[src/logic/adl_consts.svh]
// Named constants for the converter dither and serial link configuration registers.
`ifndef ADL_CONSTS_SVH
`define ADL_CONSTS_SVH

// ----------------------------------------------------------------------------
// Register map
// ----------------------------------------------------------------------------
`define ADL_ADDR_W          15
`define ADL_ADDR_DITH       15'h009d
`define ADL_ADDR_MARK       15'h0160
`define ADL_ADDR_LINK_EN    15'h0200
`define ADL_ADDR_LINK_MODE  15'h0201
`define ADL_RST_DITH        8'h00
`define ADL_RST_MARK        8'h00
`define ADL_RST_LINK_EN     8'h01
`define ADL_RST_LINK_MODE   8'h00

// ----------------------------------------------------------------------------
// Field positions
// ----------------------------------------------------------------------------
`define ADL_DITH_ON_BIT     0
`define ADL_DITH_LEVEL_BIT  1
`define ADL_DITH_ERR_BIT    2
`define ADL_MARK_ON_BIT     0
`define ADL_LINK_ON_BIT     0
`define ADL_MODE_MSB        5

// ----------------------------------------------------------------------------
// Serial port framing
// ----------------------------------------------------------------------------
`define ADL_CNT_W           5
`define ADL_CNT_HDR         5'd16
`define ADL_CNT_FRAME       5'd24
`define ADL_FRAME_W         24

// ----------------------------------------------------------------------------
// Datapath
// ----------------------------------------------------------------------------
`define ADL_CORE_W          11
`define ADL_RES_W           9
`define ADL_LINK_W          16
`define ADL_DITH_W          6
`define ADL_CORE_LAT        4
`define ADL_MARK_DLY        3
`define ADL_LFSR_SEED       16'hace1
`define ADL_MF_W            5
`define ADL_CS_W            2
`define ADL_ROUND_HALF      11'h002

`endif

[src/logic/adl_pkg.sv]
// Types shared by the configuration register bank and its serial port.
package adl_pkg;
    typedef struct packed {
        logic                   wr;
        logic                   rd;
        logic [14:0]            addr;
        logic [7:0]             data;
    } adl_bus_req_t;

    typedef struct packed {
        logic errTarget;
        logic level;
        logic on;
    } adl_dith_cfg_t;
endpackage

[src/logic/adl_spi_slave.sv]
// Serial configuration port slave: frames of read bit, 15-bit address, 8-bit data.
`timescale 1ns/1ps
`include "adl_consts.svh"
module adl_spi_slave
    import adl_pkg::*;
(
    input  wire logic         clk,
    input  wire logic         rst,
    input  wire logic         spiSclk,
    input  wire logic         spiCsN,
    input  wire logic         spiSdi,
    input  wire logic [7:0]   rdData,
    output adl_bus_req_t      busReq,
    output logic              spiSdo,
    output logic              spiSdoOe
);
    // ------------------------------------------------------------------------
    // Pin synchronisers
    // ------------------------------------------------------------------------
    // The serial clock must run at no more than an eighth of clk.
    logic [2:0] sync1_q, sync2_q;
    logic       sclkOld_q;
    always_ff @(posedge clk) begin
        if (rst) begin
            sync1_q   <= 3'h7;
            sync2_q   <= 3'h7;
            sclkOld_q <= 1'b1;
        end else begin
            sync1_q   <= {spiCsN, spiSclk, spiSdi};
            sync2_q   <= sync1_q;
            sclkOld_q <= sync2_q[1];
        end
    end

    logic csActive, sclkRise, sclkFall;
    assign csActive = !sync2_q[2];
    assign sclkRise = sync2_q[1] && !sclkOld_q;
    assign sclkFall = !sync2_q[1] && sclkOld_q;

    // ------------------------------------------------------------------------
    // Shift and framing
    // ------------------------------------------------------------------------
    logic [`ADL_CNT_W-1:0]   cnt_q, cnt_d;
    logic [`ADL_FRAME_W-1:0] shift_q, shift_d;
    logic [7:0]              tx_q, tx_d;
    logic                    sdo_q, sdo_d, oe_q, oe_d;
    adl_bus_req_t            req_q, req_d;

    always_comb begin
        cnt_d   = cnt_q;
        shift_d = shift_q;
        tx_d    = tx_q;
        sdo_d   = sdo_q;
        oe_d    = oe_q;
        req_d   = '0;
        req_d.addr = req_q.addr;
        req_d.data = req_q.data;
        if (!csActive) begin
            cnt_d = '0;
            oe_d  = 1'b0;
        end else begin
            if (sclkRise && cnt_q != `ADL_CNT_FRAME) begin
                shift_d = {shift_q[`ADL_FRAME_W-2:0], sync2_q[0]};
                cnt_d   = cnt_q + 5'd1;
                if (cnt_d == `ADL_CNT_HDR && shift_d[15]) begin
                    req_d.rd   = 1'b1;
                    req_d.addr = shift_d[14:0];
                end
                if (cnt_d == `ADL_CNT_FRAME && !shift_d[23]) begin
                    req_d.wr   = 1'b1;
                    req_d.addr = shift_d[22:8];
                    req_d.data = shift_d[7:0];
                end
            end
            if (req_q.rd) begin
                tx_d = rdData;
                oe_d = 1'b1;
            end else if (sclkFall && oe_q) begin
                sdo_d = tx_q[7];
                tx_d  = {tx_q[6:0], 1'b0};
            end
        end
    end

    always_ff @(posedge clk) begin
        if (rst) begin
            cnt_q   <= '0;
            shift_q <= '0;
            tx_q    <= '0;
            sdo_q   <= 1'b0;
            oe_q    <= 1'b0;
            req_q   <= '0;
        end else begin
            cnt_q   <= cnt_d;
            shift_q <= shift_d;
            tx_q    <= tx_d;
            sdo_q   <= sdo_d;
            oe_q    <= oe_d;
            req_q   <= req_d;
        end
    end

    assign busReq   = req_q;
    assign spiSdo   = sdo_q;
    assign spiSdoOe = oe_q;
endmodule

[src/logic/adl_cfg_regs.sv]
// Dither, sample marker and serial link configuration registers with their datapath.
`timescale 1ns/1ps
`include "adl_consts.svh"
module adl_cfg_regs
    import adl_pkg::*;
(
    input  wire logic                   clk,
    input  wire logic                   rst,
    input  wire logic                   spiSclk,
    input  wire logic                   spiCsN,
    input  wire logic                   spiSdi,
    output logic                        spiSdo,
    output logic                        spiSdoOe,
    input  wire logic [`ADL_CORE_W-1:0] coreSample,
    output logic [`ADL_DITH_W-1:0]      coreDither,
    input  wire logic                   markerPin,
    input  wire logic                   sysrefPin,
    output logic [`ADL_LINK_W-1:0]      linkSample,
    output logic [`ADL_CS_W-1:0]        ilaCtrlBits,
    output logic                        linkReset,
    output logic                        serializerPowerDown,
    output logic                        linkClockEnable,
    output logic [`ADL_MF_W-1:0]        multiframeCount,
    output logic [`ADL_MODE_MSB:0]      linkOutputConfig
);
    localparam int MarkLat = `ADL_CORE_LAT + 2;

    // ------------------------------------------------------------------------
    // Register file
    // ------------------------------------------------------------------------
    adl_bus_req_t busReq;
    logic [7:0]   rdData;

    adl_spi_slave u_spi (
        .clk      (clk),
        .rst      (rst),
        .spiSclk  (spiSclk),
        .spiCsN   (spiCsN),
        .spiSdi   (spiSdi),
        .rdData   (rdData),
        .busReq   (busReq),
        .spiSdo   (spiSdo),
        .spiSdoOe (spiSdoOe)
    );

    function automatic logic [3:0] decodeAddr(input logic [`ADL_ADDR_W-1:0] a);
        logic [3:0] sel;
        sel = 4'h0;
        sel[0] = (a == `ADL_ADDR_DITH);
        sel[1] = (a == `ADL_ADDR_MARK);
        sel[2] = (a == `ADL_ADDR_LINK_EN);
        sel[3] = (a == `ADL_ADDR_LINK_MODE);
        return sel;
    endfunction

    // Reserved bits are stored and read back as written; the host keeps them at reset value.
    logic [7:0] dith_q, dith_d, mark_q, mark_d, lnkEn_q, lnkEn_d, mode_q, mode_d;
    logic [3:0] wrSel, rdSel;
    assign wrSel = busReq.wr ? decodeAddr(busReq.addr) : 4'h0;
    assign rdSel = decodeAddr(busReq.addr);

    always_comb begin
        dith_d  = wrSel[0] ? busReq.data : dith_q;
        mark_d  = wrSel[1] ? busReq.data : mark_q;
        lnkEn_d = wrSel[2] ? busReq.data : lnkEn_q;
        mode_d  = wrSel[3] ? busReq.data : mode_q;
        rdData  = ({8{rdSel[0]}} & dith_q) | ({8{rdSel[1]}} & mark_q)
                | ({8{rdSel[2]}} & lnkEn_q) | ({8{rdSel[3]}} & mode_q);
    end

    always_ff @(posedge clk) begin
        if (rst) begin
            dith_q  <= `ADL_RST_DITH;
            mark_q  <= `ADL_RST_MARK;
            lnkEn_q <= `ADL_RST_LINK_EN;
            mode_q  <= `ADL_RST_LINK_MODE;
        end else begin
            dith_q  <= dith_d;
            mark_q  <= mark_d;
            lnkEn_q <= lnkEn_d;
            mode_q  <= mode_d;
        end
    end

    adl_dith_cfg_t dithCfg;
    logic          markerOn, linkOn;
    assign dithCfg  = {dith_q[`ADL_DITH_ERR_BIT], dith_q[`ADL_DITH_LEVEL_BIT],
                       dith_q[`ADL_DITH_ON_BIT]};
    assign markerOn = mark_q[`ADL_MARK_ON_BIT];
    assign linkOn   = lnkEn_q[`ADL_LINK_ON_BIT];

    assign linkOutputConfig    = mode_q[`ADL_MODE_MSB:0];
    assign linkReset           = !linkOn;
    assign serializerPowerDown = !linkOn;
    assign linkClockEnable     = linkOn;
    assign ilaCtrlBits         = '0;

    // ------------------------------------------------------------------------
    // Pin synchronisers
    // ------------------------------------------------------------------------
    logic [1:0] pinS1_q, pinS2_q;
    logic       sysrefOld_q;
    always_ff @(posedge clk) begin
        if (rst) begin
            pinS1_q     <= 2'h0;
            pinS2_q     <= 2'h0;
            sysrefOld_q <= 1'b0;
        end else begin
            pinS1_q     <= {sysrefPin, markerPin};
            pinS2_q     <= pinS1_q;
            sysrefOld_q <= pinS2_q[1];
        end
    end

    // ------------------------------------------------------------------------
    // Dither generation and subtraction
    // ------------------------------------------------------------------------
    // Dither is counted in LSB steps of the core word, a quarter of a converter LSB, so it is removed exactly
    // apart from the final rounding to converter resolution.
    logic [15:0]                         lfsr_q, lfsr_d;
    logic [`ADL_DITH_W-1:0]              dithOut_q, dithOut_d;
    logic [`ADL_DITH_W-1:0]              dithPipe_q [`ADL_CORE_LAT];
    logic [`ADL_CORE_W-1:0]              corrected, rounded;
    logic [`ADL_RES_W-1:0]               res_q, res_d;

    always_comb begin
        lfsr_d    = {lfsr_q[14:0], lfsr_q[15] ^ lfsr_q[14] ^ lfsr_q[12] ^ lfsr_q[3]};
        dithOut_d = '0;
        if (dithCfg.on) begin
            dithOut_d = dithCfg.level ? lfsr_q[5:0] : {3'h0, lfsr_q[2:0]};
        end
        corrected = coreSample - {5'h00, dithPipe_q[`ADL_CORE_LAT-1]};
        // Random rounding spreads the error as noise; a fixed half step biases DC.
        if (dithCfg.errTarget) begin
            rounded = corrected + `ADL_ROUND_HALF;
        end else begin
            rounded = corrected + {9'h000, lfsr_q[7:6]};
        end
        res_d = rounded[`ADL_CORE_W-1:`ADL_CORE_W-`ADL_RES_W];
    end

    always_ff @(posedge clk) begin
        if (rst) begin
            lfsr_q    <= `ADL_LFSR_SEED;
            dithOut_q <= '0;
            res_q     <= '0;
        end else begin
            lfsr_q    <= lfsr_d;
            dithOut_q <= dithOut_d;
            res_q     <= res_d;
        end
    end
    assign coreDither = dithOut_q;

    // ------------------------------------------------------------------------
    // Delay lines
    // ------------------------------------------------------------------------
    logic [`ADL_MARK_DLY-1:0] markPipe_q;
    genvar g;
    generate
        for (g = 0; g < `ADL_CORE_LAT; g++) begin : g_dith
            always_ff @(posedge clk) begin
                if (rst) begin
                    dithPipe_q[g] <= '0;
                end else begin
                    dithPipe_q[g] <= (g == 0) ? dithOut_q : dithPipe_q[(g == 0) ? 0 : g - 1];
                end
            end
        end
        for (g = 0; g < `ADL_MARK_DLY; g++) begin : g_mark
            always_ff @(posedge clk) begin
                if (rst) begin
                    markPipe_q[g] <= 1'b0;
                end else begin
                    markPipe_q[g] <= (g == 0) ? pinS2_q[0] : markPipe_q[(g == 0) ? 0 : g - 1];
                end
            end
        end
    endgenerate

    // ------------------------------------------------------------------------
    // Link sample and multiframe counter
    // ------------------------------------------------------------------------
    logic [`ADL_LINK_W-1:0] link_q, link_d;
    logic [`ADL_MF_W-1:0]   mf_q, mf_d;

    always_comb begin
        link_d = '0;
        mf_d   = '0;
        if (linkOn) begin
            link_d = {res_q, 6'h00, markerOn & markPipe_q[`ADL_MARK_DLY-1]};
            if (!(pinS2_q[1] && !sysrefOld_q)) begin
                mf_d = mf_q + 5'd1;
            end
        end
    end

    always_ff @(posedge clk) begin
        if (rst) begin
            link_q <= '0;
            mf_q   <= '0;
        end else begin
            link_q <= link_d;
            mf_q   <= mf_d;
        end
    end
    assign linkSample      = link_q;
    assign multiframeCount = mf_q;

    // ------------------------------------------------------------------------
    // Checks
    // ------------------------------------------------------------------------
    AST_DITH_OFF: assert property (@(posedge clk) disable iff (rst)
        !dithCfg.on |=> coreDither == '0) else $error("dither present while off");
    AST_DITH_SMALL: assert property (@(posedge clk) disable iff (rst)
        dithCfg.on && !dithCfg.level |=> coreDither[5:3] == 3'h0)
        else $error("small dither too large");
    AST_MARK_OFF: assert property (@(posedge clk) disable iff (rst)
        !markerOn |=> !linkSample[0]) else $error("marker bit set while off");
    AST_MARK_LAT: assert property (@(posedge clk) disable iff (rst)
        $past(markerOn) && $past(linkOn) && !$past(rst, MarkLat)
        |-> linkSample[0] == $past(markerPin, MarkLat)) else $error("marker latency wrong");
    AST_LSB_KEEP: assert property (@(posedge clk) disable iff (rst)
        linkOn |=> linkSample[6:1] == 6'h00 && linkSample[15:7] == $past(res_q))
        else $error("converter bits displaced");
    AST_CS_ZERO: assert property (@(posedge clk) disable iff (rst)
        ilaCtrlBits == '0) else $error("control bit count advertised");
    AST_LINK_RST: assert property (@(posedge clk)
        $fell(rst) |-> linkOn && linkClockEnable) else $error("link not enabled at reset");
    AST_LINK_OFF: assert property (@(posedge clk) disable iff (rst)
        !linkOn |-> (linkReset && serializerPowerDown && !linkClockEnable)
        ##1 (linkSample == '0)) else $error("link active while disabled");
    AST_MF_HOLD: assert property (@(posedge clk) disable iff (rst)
        !linkOn |=> multiframeCount == '0) else $error("multiframe counter runs while off");
    AST_MODE_WR: assert property (@(posedge clk) disable iff (rst)
        busReq.wr && busReq.addr == `ADL_ADDR_LINK_MODE
        |=> linkOutputConfig == $past(busReq.data[5:0])) else $error("mode not updated");
endmodule

[config.mk]
export PLATFORM = sky130hd
export DESIGN_NAME = adl_cfg_regs
export DESIGN_NICKNAME = d
export VERILOG_FILES = /design/src/logic/adl_pkg.sv /design/src/logic/adl_spi_slave.sv /design/src/logic/adl_cfg_regs.sv
export VERILOG_INCLUDE_DIRS = /design/src /design/src/logic
export SDC_FILE = /design/constraint.sdc
export NUM_CORES = 1
export LEC_CHECK = 0
export ABC_CLOCK_PERIOD_IN_PS = 3700
export BUFFER_PORTS_ARGS = -buffer_cell sky130_fd_sc_hd__buf_2
export CAP_MARGIN = 20
export CORE_MARGIN = 1.5
export CORE_UTILIZATION = 55
export CTS_CLUSTER_SIZE = 8
export DETAILED_ROUTE_END_ITERATION = 7
export GPL_ROUTABILITY_DRIVEN = 0
export GPL_TIMING_DRIVEN = 0
export PLACE_DENSITY = 0.74
export SKIP_LAST_GASP = 1
export SLEW_MARGIN = 20
export SYNTH_ARGS = -nofsm -noshare
export SYNTH_HDL_FRONTEND = slang
export SYNTH_SLANG_ARGS = --single-unit
export TNS_END_PERCENT = 1
[constraint.sdc]
create_clock -name clk -period 3.7 [get_ports clk]
set_input_delay 0.74 -clock clk [delete_from_list [all_inputs] [get_ports clk]]
set_output_delay 0.74 -clock clk [all_outputs]
set_load 0.02 [all_outputs]
Word-level counts from Yosys, hierarchy flattened
Memories as Yosys holds them, arrays and structs flattened.
Cells that the tools add are included.
- register bits: 162
- memory bits (writable): 24
- output and inout bits: 40
- memories: 1
- memory list (memory ; depth ; width ; rd ports ; clocked after memory_dff ; write ports ; RTL line ; text):
    dithPipe_q ; 4 ; 6 ; 4 ; 0 ; 4 ; adl_cfg_regs.sv:122 ; logic [`ADL_DITH_W-1:0] dithPipe_q [`ADL_CORE_LAT];
- $add $sub $neg: 5
- eq/ne operators: 7
- muxes and demuxes: 14
- bitwise gates (word level): 21
- reduce and logical (&&, ||, !) cells: 25
- operator list (operator ; count):
    $and 8x8->8 ; 4
    $eq 15x10->1 const B ; 2
    $mux 6 ; 4
    $or 8x8->8 ; 3
    $mux 23 ; 1
    $mux 16 ; 1
    $mux 8 ; 2
    $eq 15x8->1 const B ; 1
    $eq 15x9->1 const B ; 1
    $add 11x2->11 ; 1
    $add 11x2->11 const B ; 1
    $mux 11 ; 1
    $sub 11x6->11 ; 1
    $add 5x1->5 const B ; 2
    $eq 5x5->1 const B ; 2
    $reduce_and 3->1 ; 3
    $reduce_or 3->1 ; 3
    $logic_and 1x1->1 ; 7
    $not 1->1 ; 6
    $reduce_or 2->1 ; 3
    $logic_not 1->1 ; 5
    $ne 5x5->1 const B ; 1
    $mux 1 ; 4
    $mux 4 ; 1
    other kinds (5) ; 12

Longest topological paths before layout
Gate-level depths: netlist (run 1).
- depth in word-level cells: 6
- depth in mapped cells: 12
- depth with buffers taken out: 12

Hierarchy
Synthesis (run 1) repeated with hierarchy kept, for this count alone.
- cell total of the unflattened synthesis: 790
- area, all modules: 7299.5 µm²
- modules (own cells, without submodules) (module ; instances ; cells an instance ; area each (µm²) ; seq. area each (µm²)):
    adl_cfg_regs ; 1 ; 464 ; 4301.6 ; 2202.1
    adl_spi_slave ; 1 ; 326 ; 2997.9 ; 1401.3

Worst setup path after synthesis (run 1)
OpenSTA, ideal clock, no wires.
- kind: input port to flip-flop
- start point: in coreSample[0]
- end point: reg res_q[8]
- setup time: 0.129 ns
- arrival: 3.034 ns
- required time: 3.571 ns
- setup slack: 0.537 ns
- stages: 12
- path through: inv_1 > ha_1 > fa_1 > inv_1 > ha_1 > and3b_1 > o311ai_0 > nor3_1 > inv_1 > nor4_4 > and3_1 > nor3_2
- cells in the longest elaborated chain, start to end: 3
- elaborated cells on any way between the ends: 4
- classes of those cells: add/sub: 3; mux: 1
- ends and longest elaborated chain (item ; RTL line ; text):
    start: declaration ; adl_cfg_regs.sv:14 ; input wire logic [`ADL_CORE_W-1:0] coreSample,
    $sub 11x6->11 (*) ; adl_cfg_regs.sv:132 ; corrected = coreSample - {5'h00, dithPipe_q[`ADL_CORE_LAT-1]};
    $add 11x2->11, on equally long branches ; n/a ;
    $mux 11 (*) ; adl_cfg_regs.sv:134 ; if (dithCfg.errTarget) begin
    end signal: assignment ; adl_cfg_regs.sv:150 ; res_q <= res_d;
    end: declaration ; adl_cfg_regs.sv:124 ; logic [`ADL_RES_W-1:0] res_q, res_d;
Mark *: on every way between the ends. The rest lies on a longest branch, timed or not.
A chain may end at the register's enable or synchronous reset.

Worst setup path after layout (run 1)
Same ends and word-level chain as after synthesis.

==> results.cfg, run 1 <==
[timing]
setup_tns_ps = 0
skew_ps = 9.757
clock.fmax_mhz = 331.3
rsz0062_at_grt = no
period_share_pct = 81.57
worstMarginPinSlew_ps = 700.5
post-route-worst-setup-slack_ps = 681.8
timing.final.hold_violations = 0
slew_headroom_pct = 53.30
min_period_ps = 3018
timing.final.max_slew_violations = 0
final-setup-viol-count = 0

[worst_setup_path]
setup.worst_path.start_class = input pin
cp_common_cell = sky130_fd_sc_hd__inv_1
critical-path-max-stage-delay_ps = 510
worst-endpoint-required_ps = 3990
worst_path_top_cell_family_by_delay = simple AND/OR/NAND/NOR gates
worst_ep_arrival_time_ps = 3310
worst-setup-path-type = in -> reg
crit_chain = buf_2, inv_1, ha_1, fa_1, inv_1, ha_1, and3b_1, o311ai_0, nor3_1, inv_1, nor4_4, and3_1, nor3_2
timing.critical_path.to_type = flip-flop
cpMaxStageDelayCell = sky130_fd_sc_hd__fa_1
worstPathMaxFanout = 3
cp.buffers_inverters = 4

[cells_and_area]
final_nets = 871
postLayoutCellArea_mm2 = 0.008095
layout-drive-gt1-share_pct = 15.98
antenna-diode-count = 0
synth_to_layout_area_growth_pct = 15.25
utilization_pct = 64.67
instances_no_fill = 1023

[synth]
synth_largest_area_cell = sky130_fd_sc_hd__dfxtp_1
synth.lib_cells_used.distinct = 58
synth_enable_flop_cells = 0
post-synth-top-area-fraction_pct = 51.30
ys_seq_elements = 180
yosys-top-cells-area = sky130_fd_sc_hd__dfxtp_1 51%, sky130_fd_sc_hd__nand2_1 5.2%, sky130_fd_sc_hd__a21oi_1 5.2%
synth_top_flop_cell = sky130_fd_sc_hd__dfxtp_1
synthesis.area_per_instance_um2 = 9.182
syn-cell-area_mm2 = 0.007024
synth.yosys.warnings = 0
netlist_instances = 765
ys_async_sr_fraction_pct = 0
synth_seq_area_share_pct = 51.30

[floorplan]
fp.coreArea_mm2 = 0.01252
dieArea_mm2 = 0.01346
ioPinCount = 58
fp-row-count = 41
dieWidth_um = 116.0
initial_utilization_pct = 56.12
die_height_um = 116.0

[clock_tree]
clk_transition_reported_paths_ps = 70
post-cts-setup-buffers = 0
cts_htree_levels = 4
cts_num_sinks = 180
clock_path_buffers = 2
number_of_buffers_created_by_cts = 17
cts_tree = yes
holdBufCountCts = 0
clock_insertion_delay_at_the_later_pin_of_the_skew_report_ps = 430
cts-resized-gates = 0
clk_root_buffer_cell = sky130_fd_sc_hd__clkbuf_16

[placement]
place_worst_setup_slack_ps = 222.4
dpl_cell_area_mm2 = 0.007511
placed_cells = 993
hpwl_um = 10930
numPortBuffers = 49

[routing]
route.antenna.remaining_nets = 0
drt-initial-drc-count = 467
drc_errors = 0
route.detailed.vias_per_inst = 5.388
number_of_optimization_iterations_in_the_first_detailed_route_pass = 7
wl_per_cell_um = 14.68
via_count = 5512
total_detailed_routing_wirelength_um = 15020

[run]
cap_violations = 0

[global_routing]
grtUsageTotal_pct = 23.45
grt_pass1_wl_um = 24610
antenna_found_initial = 0
grt_max_degree = 17
congestion_overflow_gr = 0
grt_pass1_vias = 5131

[status]
run_status = complete, no violations

[power_and_ir_drop]
pwr_density_cell_mw_per_mm2 = 486.4
p_leak_nw = 3.213
vdd_drop_max_uv = 325.8

[worst_hold_path]
min-delay-path-class = reg -> reg
cells in the final DEF, fill, tap and decap left out, types with 17 or more instances in the layout:
master	Yosys	routed
sky130_fd_sc_hd__dfxtp_1	180	180
sky130_fd_sc_hd__buf_2	8	57
sky130_fd_sc_hd__nor2b_1	42	42
sky130_fd_sc_hd__nor2_1	63	63
sky130_fd_sc_hd__clkbuf_16	0	17
sky130_fd_sc_hd__clkbuf_1	34	34
sky130_fd_sc_hd__or2_2	17	17
sky130_fd_sc_hd__inv_1	18	18
sky130_fd_sc_hd__nand2_1	98	98
sky130_fd_sc_hd__a21oi_1	73	73
sky130_fd_sc_hd__nand3_1	31	31
layout make-up:
| cell class | instances | area, um2 |
|---|---|---|
| Buffer | 60 | 291.5 |
| Clock buffer | 18 | 439.2 |
| Clock inverter | 12 | 145.1 |
| Fill cell | 1046 | 4422 |
| Inverter | 18 | 67.56 |
| Multi-Input combinational cell | 514 | 3088 |
| Sequential cell | 180 | 3603 |
| Tap cell | 172 | 215.2 |
| Timing Repair Buffer | 49 | 245.2 |
sequential cells by signal (all words and copies together), names as in the netlist, 2 cells and up:
name and count:
lfsr_q 16, mark_q 8, u_spi.sync2_q 3, markPipe_q 3
multiframeCount 5, lnkEn_q 8, res_q 9, dithPipe_q 24
u_spi.cnt_q 5, coreDither 6, mode_q 8, linkSample 10
u_spi.busReq 25, pinS2_q 2, pinS1_q 2, u_spi.shift_q 23
u_spi.sync1_q 3, dith_q 8, u_spi.tx_q 8
stage by stage:
step	total power, mW	hold WS [ps]
finish	3.937	412.0
global route	4.063	434.5
CTS	3.963	413.7
detailed placement	2.214	397.6
global placement	2.206	392.2
floorplan	2.160	389.5
path summary, 6_finish.rpt:
check,cells after the start,slack [ps],end,startpoint
hold reg to reg,1,410,u_spi.sync2_q[2],u_spi.sync1_q[2]
setup reg to reg,11,820,res_q[8],dithPipe_q[1][6]
setup / recovery,13,680,res_q[8],coreSample[0]
hold / removal,1,410,u_spi.sync2_q[2],u_spi.sync1_q[2]
per-layer routing:
| metal | part of all wire, % | vias to the layer above | wire (um) | global-route usage [%] |
|---|---|---|---|---|
| met3 | 6.0 | 39 | 895 | 5.439 |
| met4 | 1.9 | 0 | 291 | 9.675 |
| met5 | 0 | - | 0 | 0 |
| li1 | - | 2720 | - | - |
| met2 | 46 | 170 | 6930 | 38.16 |
| met1 | 46 | 2583 | 6902 | 30.14 |
cell families (layout without fill, tap and decap cells):
| family | Yosys count | after routing | share of synthesized area [%] |
|---|---|---|---|
| AOI/OAI and AO/OA | 143 | 143 | 13.18 |
| xor gates and xnor gates | 22 | 22 | 2.850 |
| adders and majority gates | 13 | 13 | 2.422 |
| buffers and inverters | 78 | 157 | 5.112 |
| DFF | 180 | 180 | 51.30 |
| muxes | 17 | 17 | 2.547 |
| other | 1 | 8 | 0.05339 |
| and+or+nand+nor | 311 | 311 | 22.53 |
power by group:
part	leakage (nW)	total [mW]	internal, mW	switching (mW)
Combinational	1.47	0.185	0.0715	0.114
Clock	0.285	1.77	1.02	0.749
Sequential	1.46	1.99	1.97	0.0126
Total	3.21	3.94	3.06	0.875
synth_stat cells, drive strengths merged, types with 3 or more instances:
cell type and number:
nor4 3, nor2 63, and2 14, nor3 5, nor2b 42, a211oi 3
o211ai 3, xor2 10, nand3 31, a22oi 15, nand2 98, clkbuf 34
nand3b 4, or3 3, nand4b 3, dfxtp 180, or2 17, xnor2 12
nor3b 5, mux2i 10, buf 26, and3 11, o21ai 14, and3b 4
ha 12, a222oi 8, a22o 15, a21oi 73, mux2 7, inv 18
(Power assumes the default switching activity.)
==> run 2, diff against run 1 <==
- ABC_CLOCK_PERIOD_IN_PS: 3700 -> 2640
- CORE_UTILIZATION: 55 -> 53
- PLACE_DENSITY: 0.74 -> 0.75
- clock period: 3.7 -> 2.64 ns (I/O delays scaled with it)
==> results.cfg, run 2 (synthesis gave the netlist of run 1 again) <==
[placement]
hpwl_um = 10630
numPortBuffers = 49

[floorplan]
dieWidth_um = 118.1
initial_utilization_pct = 54.99
fp-row-count = 41
dieArea_mm2 = 0.01395
die_height_um = 118.1
ioPinCount = 58
fp.coreArea_mm2 = 0.01277

[global_routing]
antenna_found_initial = 0
grt_max_degree = 18
congestion_overflow_gr = 0
grtUsageTotal_pct = 21.81
grt_pass1_wl_um = 24650
grt_pass1_vias = 5163

[timing]
timing.hold.ws_ps = 276.6
setup_tns_ps = 0
timing.final.hold_violations = 0
timing.final.max_slew_violations = 0
slew_headroom_pct = 56.54
worstMarginPinSlew_ps = 652.0
final-setup-viol-count = 0
clock.fmax_mhz = 382.1
rsz0062_at_grt = yes
min_period_ps = 2617
skew_ps = 12.05
period_share_pct = 99.14

[status]
run_status = complete, no violations

[clock_tree]
holdBufCountCts = 0
cts_htree_levels = 4
cts_tree = yes
clk_root_buffer_cell = sky130_fd_sc_hd__clkbuf_16
clock_path_buffers = 2
number_of_buffers_created_by_cts = 17
clock_insertion_delay_at_the_later_pin_of_the_skew_report_ps = 430
clk_transition_reported_paths_ps = 70
cts_num_sinks = 180

[power_and_ir_drop]
vdd_drop_max_uv = 411.1
p_leak_nw = 3.229
pwr_density_cell_mw_per_mm2 = 668.4

[worst_hold_path]
min-delay-path-class = in -> reg

[cells_and_area]
mostFrequentLayoutCells = 179 x sky130_fd_sc_hd__dfxtp_1, 98 x sky130_fd_sc_hd__nand2_1, 73 x sky130_fd_sc_hd__a21oi_1
layout_commonest_cell = sky130_fd_sc_hd__dfxtp_1
layout-drive-gt1-share_pct = 17.54
largest_reg_flops = 25
synth_to_layout_area_growth_pct = 16.03
final_nets = 874
nFillCells = 1058
antenna-diode-count = 0

[routing]
number_of_optimization_iterations_in_the_first_detailed_route_pass = 6
route.detailed.vias_per_inst = 5.415
route.antenna.remaining_nets = 0
total_detailed_routing_wirelength_um = 14800
drt-initial-drc-count = 521
drc_errors = 0
wl_per_cell_um = 14.41
via_count = 5561

[run]
cap_violations = 0

[worst_setup_path]
timing.critical_path.to_type = flip-flop
setup.worst_path.start_class = flip-flop
worstPathMaxFanout = 3
worst-setup-path-type = reg -> reg
worst_ep_arrival_time_ps = 2920
worst-endpoint-required_ps = 2940
## run 2: cell count changes in the layout (fill, tap and decap cells not counted), sizes merged
cell      delta
inv          +4
clkinv       -1
buf          +3
clkbuf       +1
bufinv       -2
clkinvlp     -1
## run 2: through the flow
step           cell area, um2  setup slack [ps]  power (mW)  std cells  utilization (%)
6_report                 8150             22.69       5.448       1027            63.81
4_1_cts                  8143            -16.86       5.470       1026            63.75
5_1_grt                  8150            -90.74       5.622       1027            63.81
3_3_place_gp             7548            -482.7       3.097        993            59.09
3_5_place_dp             7548            -584.2       3.105        993            59.09
2_1_floorplan            7088            -174.9       3.032        772                -
## run 2: final timing paths
check        slack, ps               end  cells past startpoint             start
max                 20          res_q[8]                     11  dithPipe_q[1][6]
min                280  u_spi.sync1_q[0]                      2            spiSdi
max reg2reg         20          res_q[8]                     11  dithPipe_q[1][6]
min reg2reg        410  u_spi.sync2_q[1]                      1  u_spi.sync1_q[1]
## run 2: layer usage
metal	global-route usage, %	share of wire (%)	up-vias	wire (um)
met5	0	0	-	0
met4	8.689	2.2	0	322
met3	4.845	6.7	26	998
met2	34.63	46	201	6770
met1	28.87	45	2606	6706
li1	-	-	2728	-
## run 2: critical path, stage by stage, from the launching register on
cell	delay, ps
sky130_fd_sc_hd__dfxtp_2	330
sky130_fd_sc_hd__ha_4	160
sky130_fd_sc_hd__fa_1	510
sky130_fd_sc_hd__inv_2	60
sky130_fd_sc_hd__ha_4	250
sky130_fd_sc_hd__and3b_2	210
sky130_fd_sc_hd__o311ai_2	90
sky130_fd_sc_hd__nor3_2	260
sky130_fd_sc_hd__inv_2	90
sky130_fd_sc_hd__nor4_4	270
sky130_fd_sc_hd__and3_1	210
sky130_fd_sc_hd__nor3_2	40
## run 2: cell type report
type / instances / area [um2] / share of cell area [%]
Clock inverter: 12 / 111.4 / 1.366
Clock buffer: 19 / 452.9 / 5.557
Tap cell: 172 / 215.2 / 2.640
Timing Repair Buffer: 52 / 267.8 / 3.285
Buffer: 60 / 291.5 / 3.577
Sequential cell: 180 / 3605 / 44.23
Inverter: 18 / 75.07 / 0.9211
Multi-Input combinational cell: 514 / 3132 / 38.42
## run 2: repair_timing
item                                    4_1_cts  5_1_grt
buffers inserted                              2        1
gates cloned                                  0        0
pin swaps                                    11        3
resized for setup                             5        0
endpoints found under the setup margin        5        9
## run 2: power breakdown
part | internal, mW | switching (mW) | total [mW]
Combinational | 0.108 | 0.162 | 0.270
Sequential | 2.76 | 0.0177 | 2.78
Clock | 1.29 | 1.11 | 2.40
Total | 4.16 | 1.29 | 5.45
==> run 3, diff against run 2 <==
- CORE_MARGIN: 1.5 -> 2
==> results.cfg, run 3 (synthesis gave the netlist of run 1 again) <==
[timing]
timing.hold.ws_ps = 276.5
worstMarginPinSlew_ps = 729.8
final-setup-viol-count = 2
min_period_ps = 2665
timing.final.max_slew_violations = 0
rsz0062_at_grt = yes
timing.final.hold_violations = 0
skew_ps = 16.53
slew_headroom_pct = 51.35
clock.fmax_mhz = 375.2
period_share_pct = 101.0
post-route-worst-setup-slack_ps = -25.46

[global_routing]
grtUsageTotal_pct = 21.52
grt_max_degree = 20
congestion_overflow_gr = 0
antenna_found_initial = 0
grt_pass1_vias = 5140
grt_pass1_wl_um = 24460

[worst_hold_path]
min-delay-path-class = in -> reg

[clock_tree]
cts_htree_levels = 4
number_of_buffers_created_by_cts = 17
cts_tree = yes
clock_insertion_delay_at_the_later_pin_of_the_skew_report_ps = 430
clock_path_buffers = 2
cts_num_sinks = 180
clk_root_buffer_cell = sky130_fd_sc_hd__clkbuf_16
clk_transition_reported_paths_ps = 70

[floorplan]
ioPinCount = 58
fp.coreArea_mm2 = 0.01309
fp-row-count = 42
die_height_um = 119.1
initial_utilization_pct = 53.68
dieWidth_um = 119.1
dieArea_mm2 = 0.01419

[power_and_ir_drop]
pwr_density_cell_mw_per_mm2 = 672.3
p_leak_nw = 3.249
vdd_drop_max_uv = 419.5
post-layout-total-power_mw = 5.510

[routing]
total_detailed_routing_wirelength_um = 14820
wl_per_cell_um = 14.34
route.antenna.remaining_nets = 0
via_count = 5487
number_of_optimization_iterations_in_the_first_detailed_route_pass = 5
drt-initial-drc-count = 432
route.detailed.vias_per_inst = 5.307
drc_errors = 0

[cells_and_area]
mostFrequentLayoutCells = 179 x sky130_fd_sc_hd__dfxtp_1, 98 x sky130_fd_sc_hd__nand2_1, 73 x sky130_fd_sc_hd__a21oi_1
synth_to_layout_area_growth_pct = 16.67
nFillCells = 1072
antenna-diode-count = 0
final_nets = 876
largest_reg_flops = 25
postLayoutCellArea_mm2 = 0.008195
layout-drive-gt1-share_pct = 17.60
layout_commonest_cell = sky130_fd_sc_hd__dfxtp_1
utilization_pct = 62.63

[placement]
place_worst_setup_slack_ps = -575.4
dpl_cell_area_mm2 = 0.007553
hpwl_um = 10640
numPortBuffers = 49

[worst_setup_path]
worst-setup-path-type = reg -> reg
worstPathMaxFanout = 3
timing.critical_path.to_type = flip-flop
worst_ep_arrival_time_ps = 2960
setup.worst_path.start_class = flip-flop
worst-endpoint-required_ps = 2930

[status]
violations = negative setup slack
run_status = complete, but fails checks

[run]
cap_violations = 0
run 3: area by class of cell:
class / count / area, um2 / area share, %
timing repair buffer: 54 / 282.8 / 3.450
sequential: 180 / 3605 / 43.98
inverter: 18 / 75.07 / 0.9160
tap: 176 / 220.2 / 2.687
clock buffer: 18 / 439.2 / 5.359
buffer: 60 / 291.5 / 3.557
multi-input combinational: 514 / 3123 / 38.11
clock inverter: 14 / 158.9 / 1.939
run 3: worst max-delay path, stage by stage (launching register included):
cell and delay, ps:
sky130_fd_sc_hd__dfxtp_2 330, sky130_fd_sc_hd__ha_4 150, sky130_fd_sc_hd__fa_1 510, sky130_fd_sc_hd__inv_1 60, sky130_fd_sc_hd__ha_1 270, sky130_fd_sc_hd__and3b_2 210, sky130_fd_sc_hd__o211ai_1 120, sky130_fd_sc_hd__a211oi_2 280
sky130_fd_sc_hd__o21ai_2 110, sky130_fd_sc_hd__nor4_2 280, sky130_fd_sc_hd__xnor2_1 150, sky130_fd_sc_hd__nor2_1 60
run 3: per-layer routing:
metal,GRT usage [%],vias to the layer above,routed length (um)
met3,5.172,21,935
met5,0,-,0
met4,7.515,0,230
li1,-,2736,-
met2,34.70,180,6899
met1,28.29,2550,6757
run 3: worst paths after layout:
| path | from | end | slack, ps | cells after the start |
|---|---|---|---|---|
| worst max-delay path | dithPipe_q[1][6] | res_q[7] | -30 | 11 |
| worst min-delay path | spiCsN | u_spi.sync1_q[2] | 280 | 2 |
| worst max register to register | dithPipe_q[1][6] | res_q[7] | -30 | 11 |
| worst min register to register | u_spi.sync1_q[1] | u_spi.sync2_q[1] | 410 | 1 |
run 3: metrics by stage:
stage,setup TNS (ps),instances
global placement,-2268,997
global route,-656.8,1034
detailed placement,-2790,997
CTS,-278.9,1034
finish,-36.10,1034
floorplan,-445.5,772
run 3: power breakdown:
part | leakage (nW) | total [mW] | switching, mW | internal, mW
Combinational | 1.50 | 0.270 | 0.164 | 0.106
Sequential | 1.46 | 2.78 | 0.0184 | 2.76
Clock | 0.289 | 2.46 | 1.16 | 1.29
Total | 3.25 | 5.51 | 1.35 | 4.16
run 3: repair_timing:
item | CTS | global route
hold buffers | 0 | 0
pin swaps | 8 | 6
hold endpoints to repair | 0 | 0
gates resized for setup | 2 | 1
setup buffers | 5 | 0
setup endpoints to repair | 5 | 14
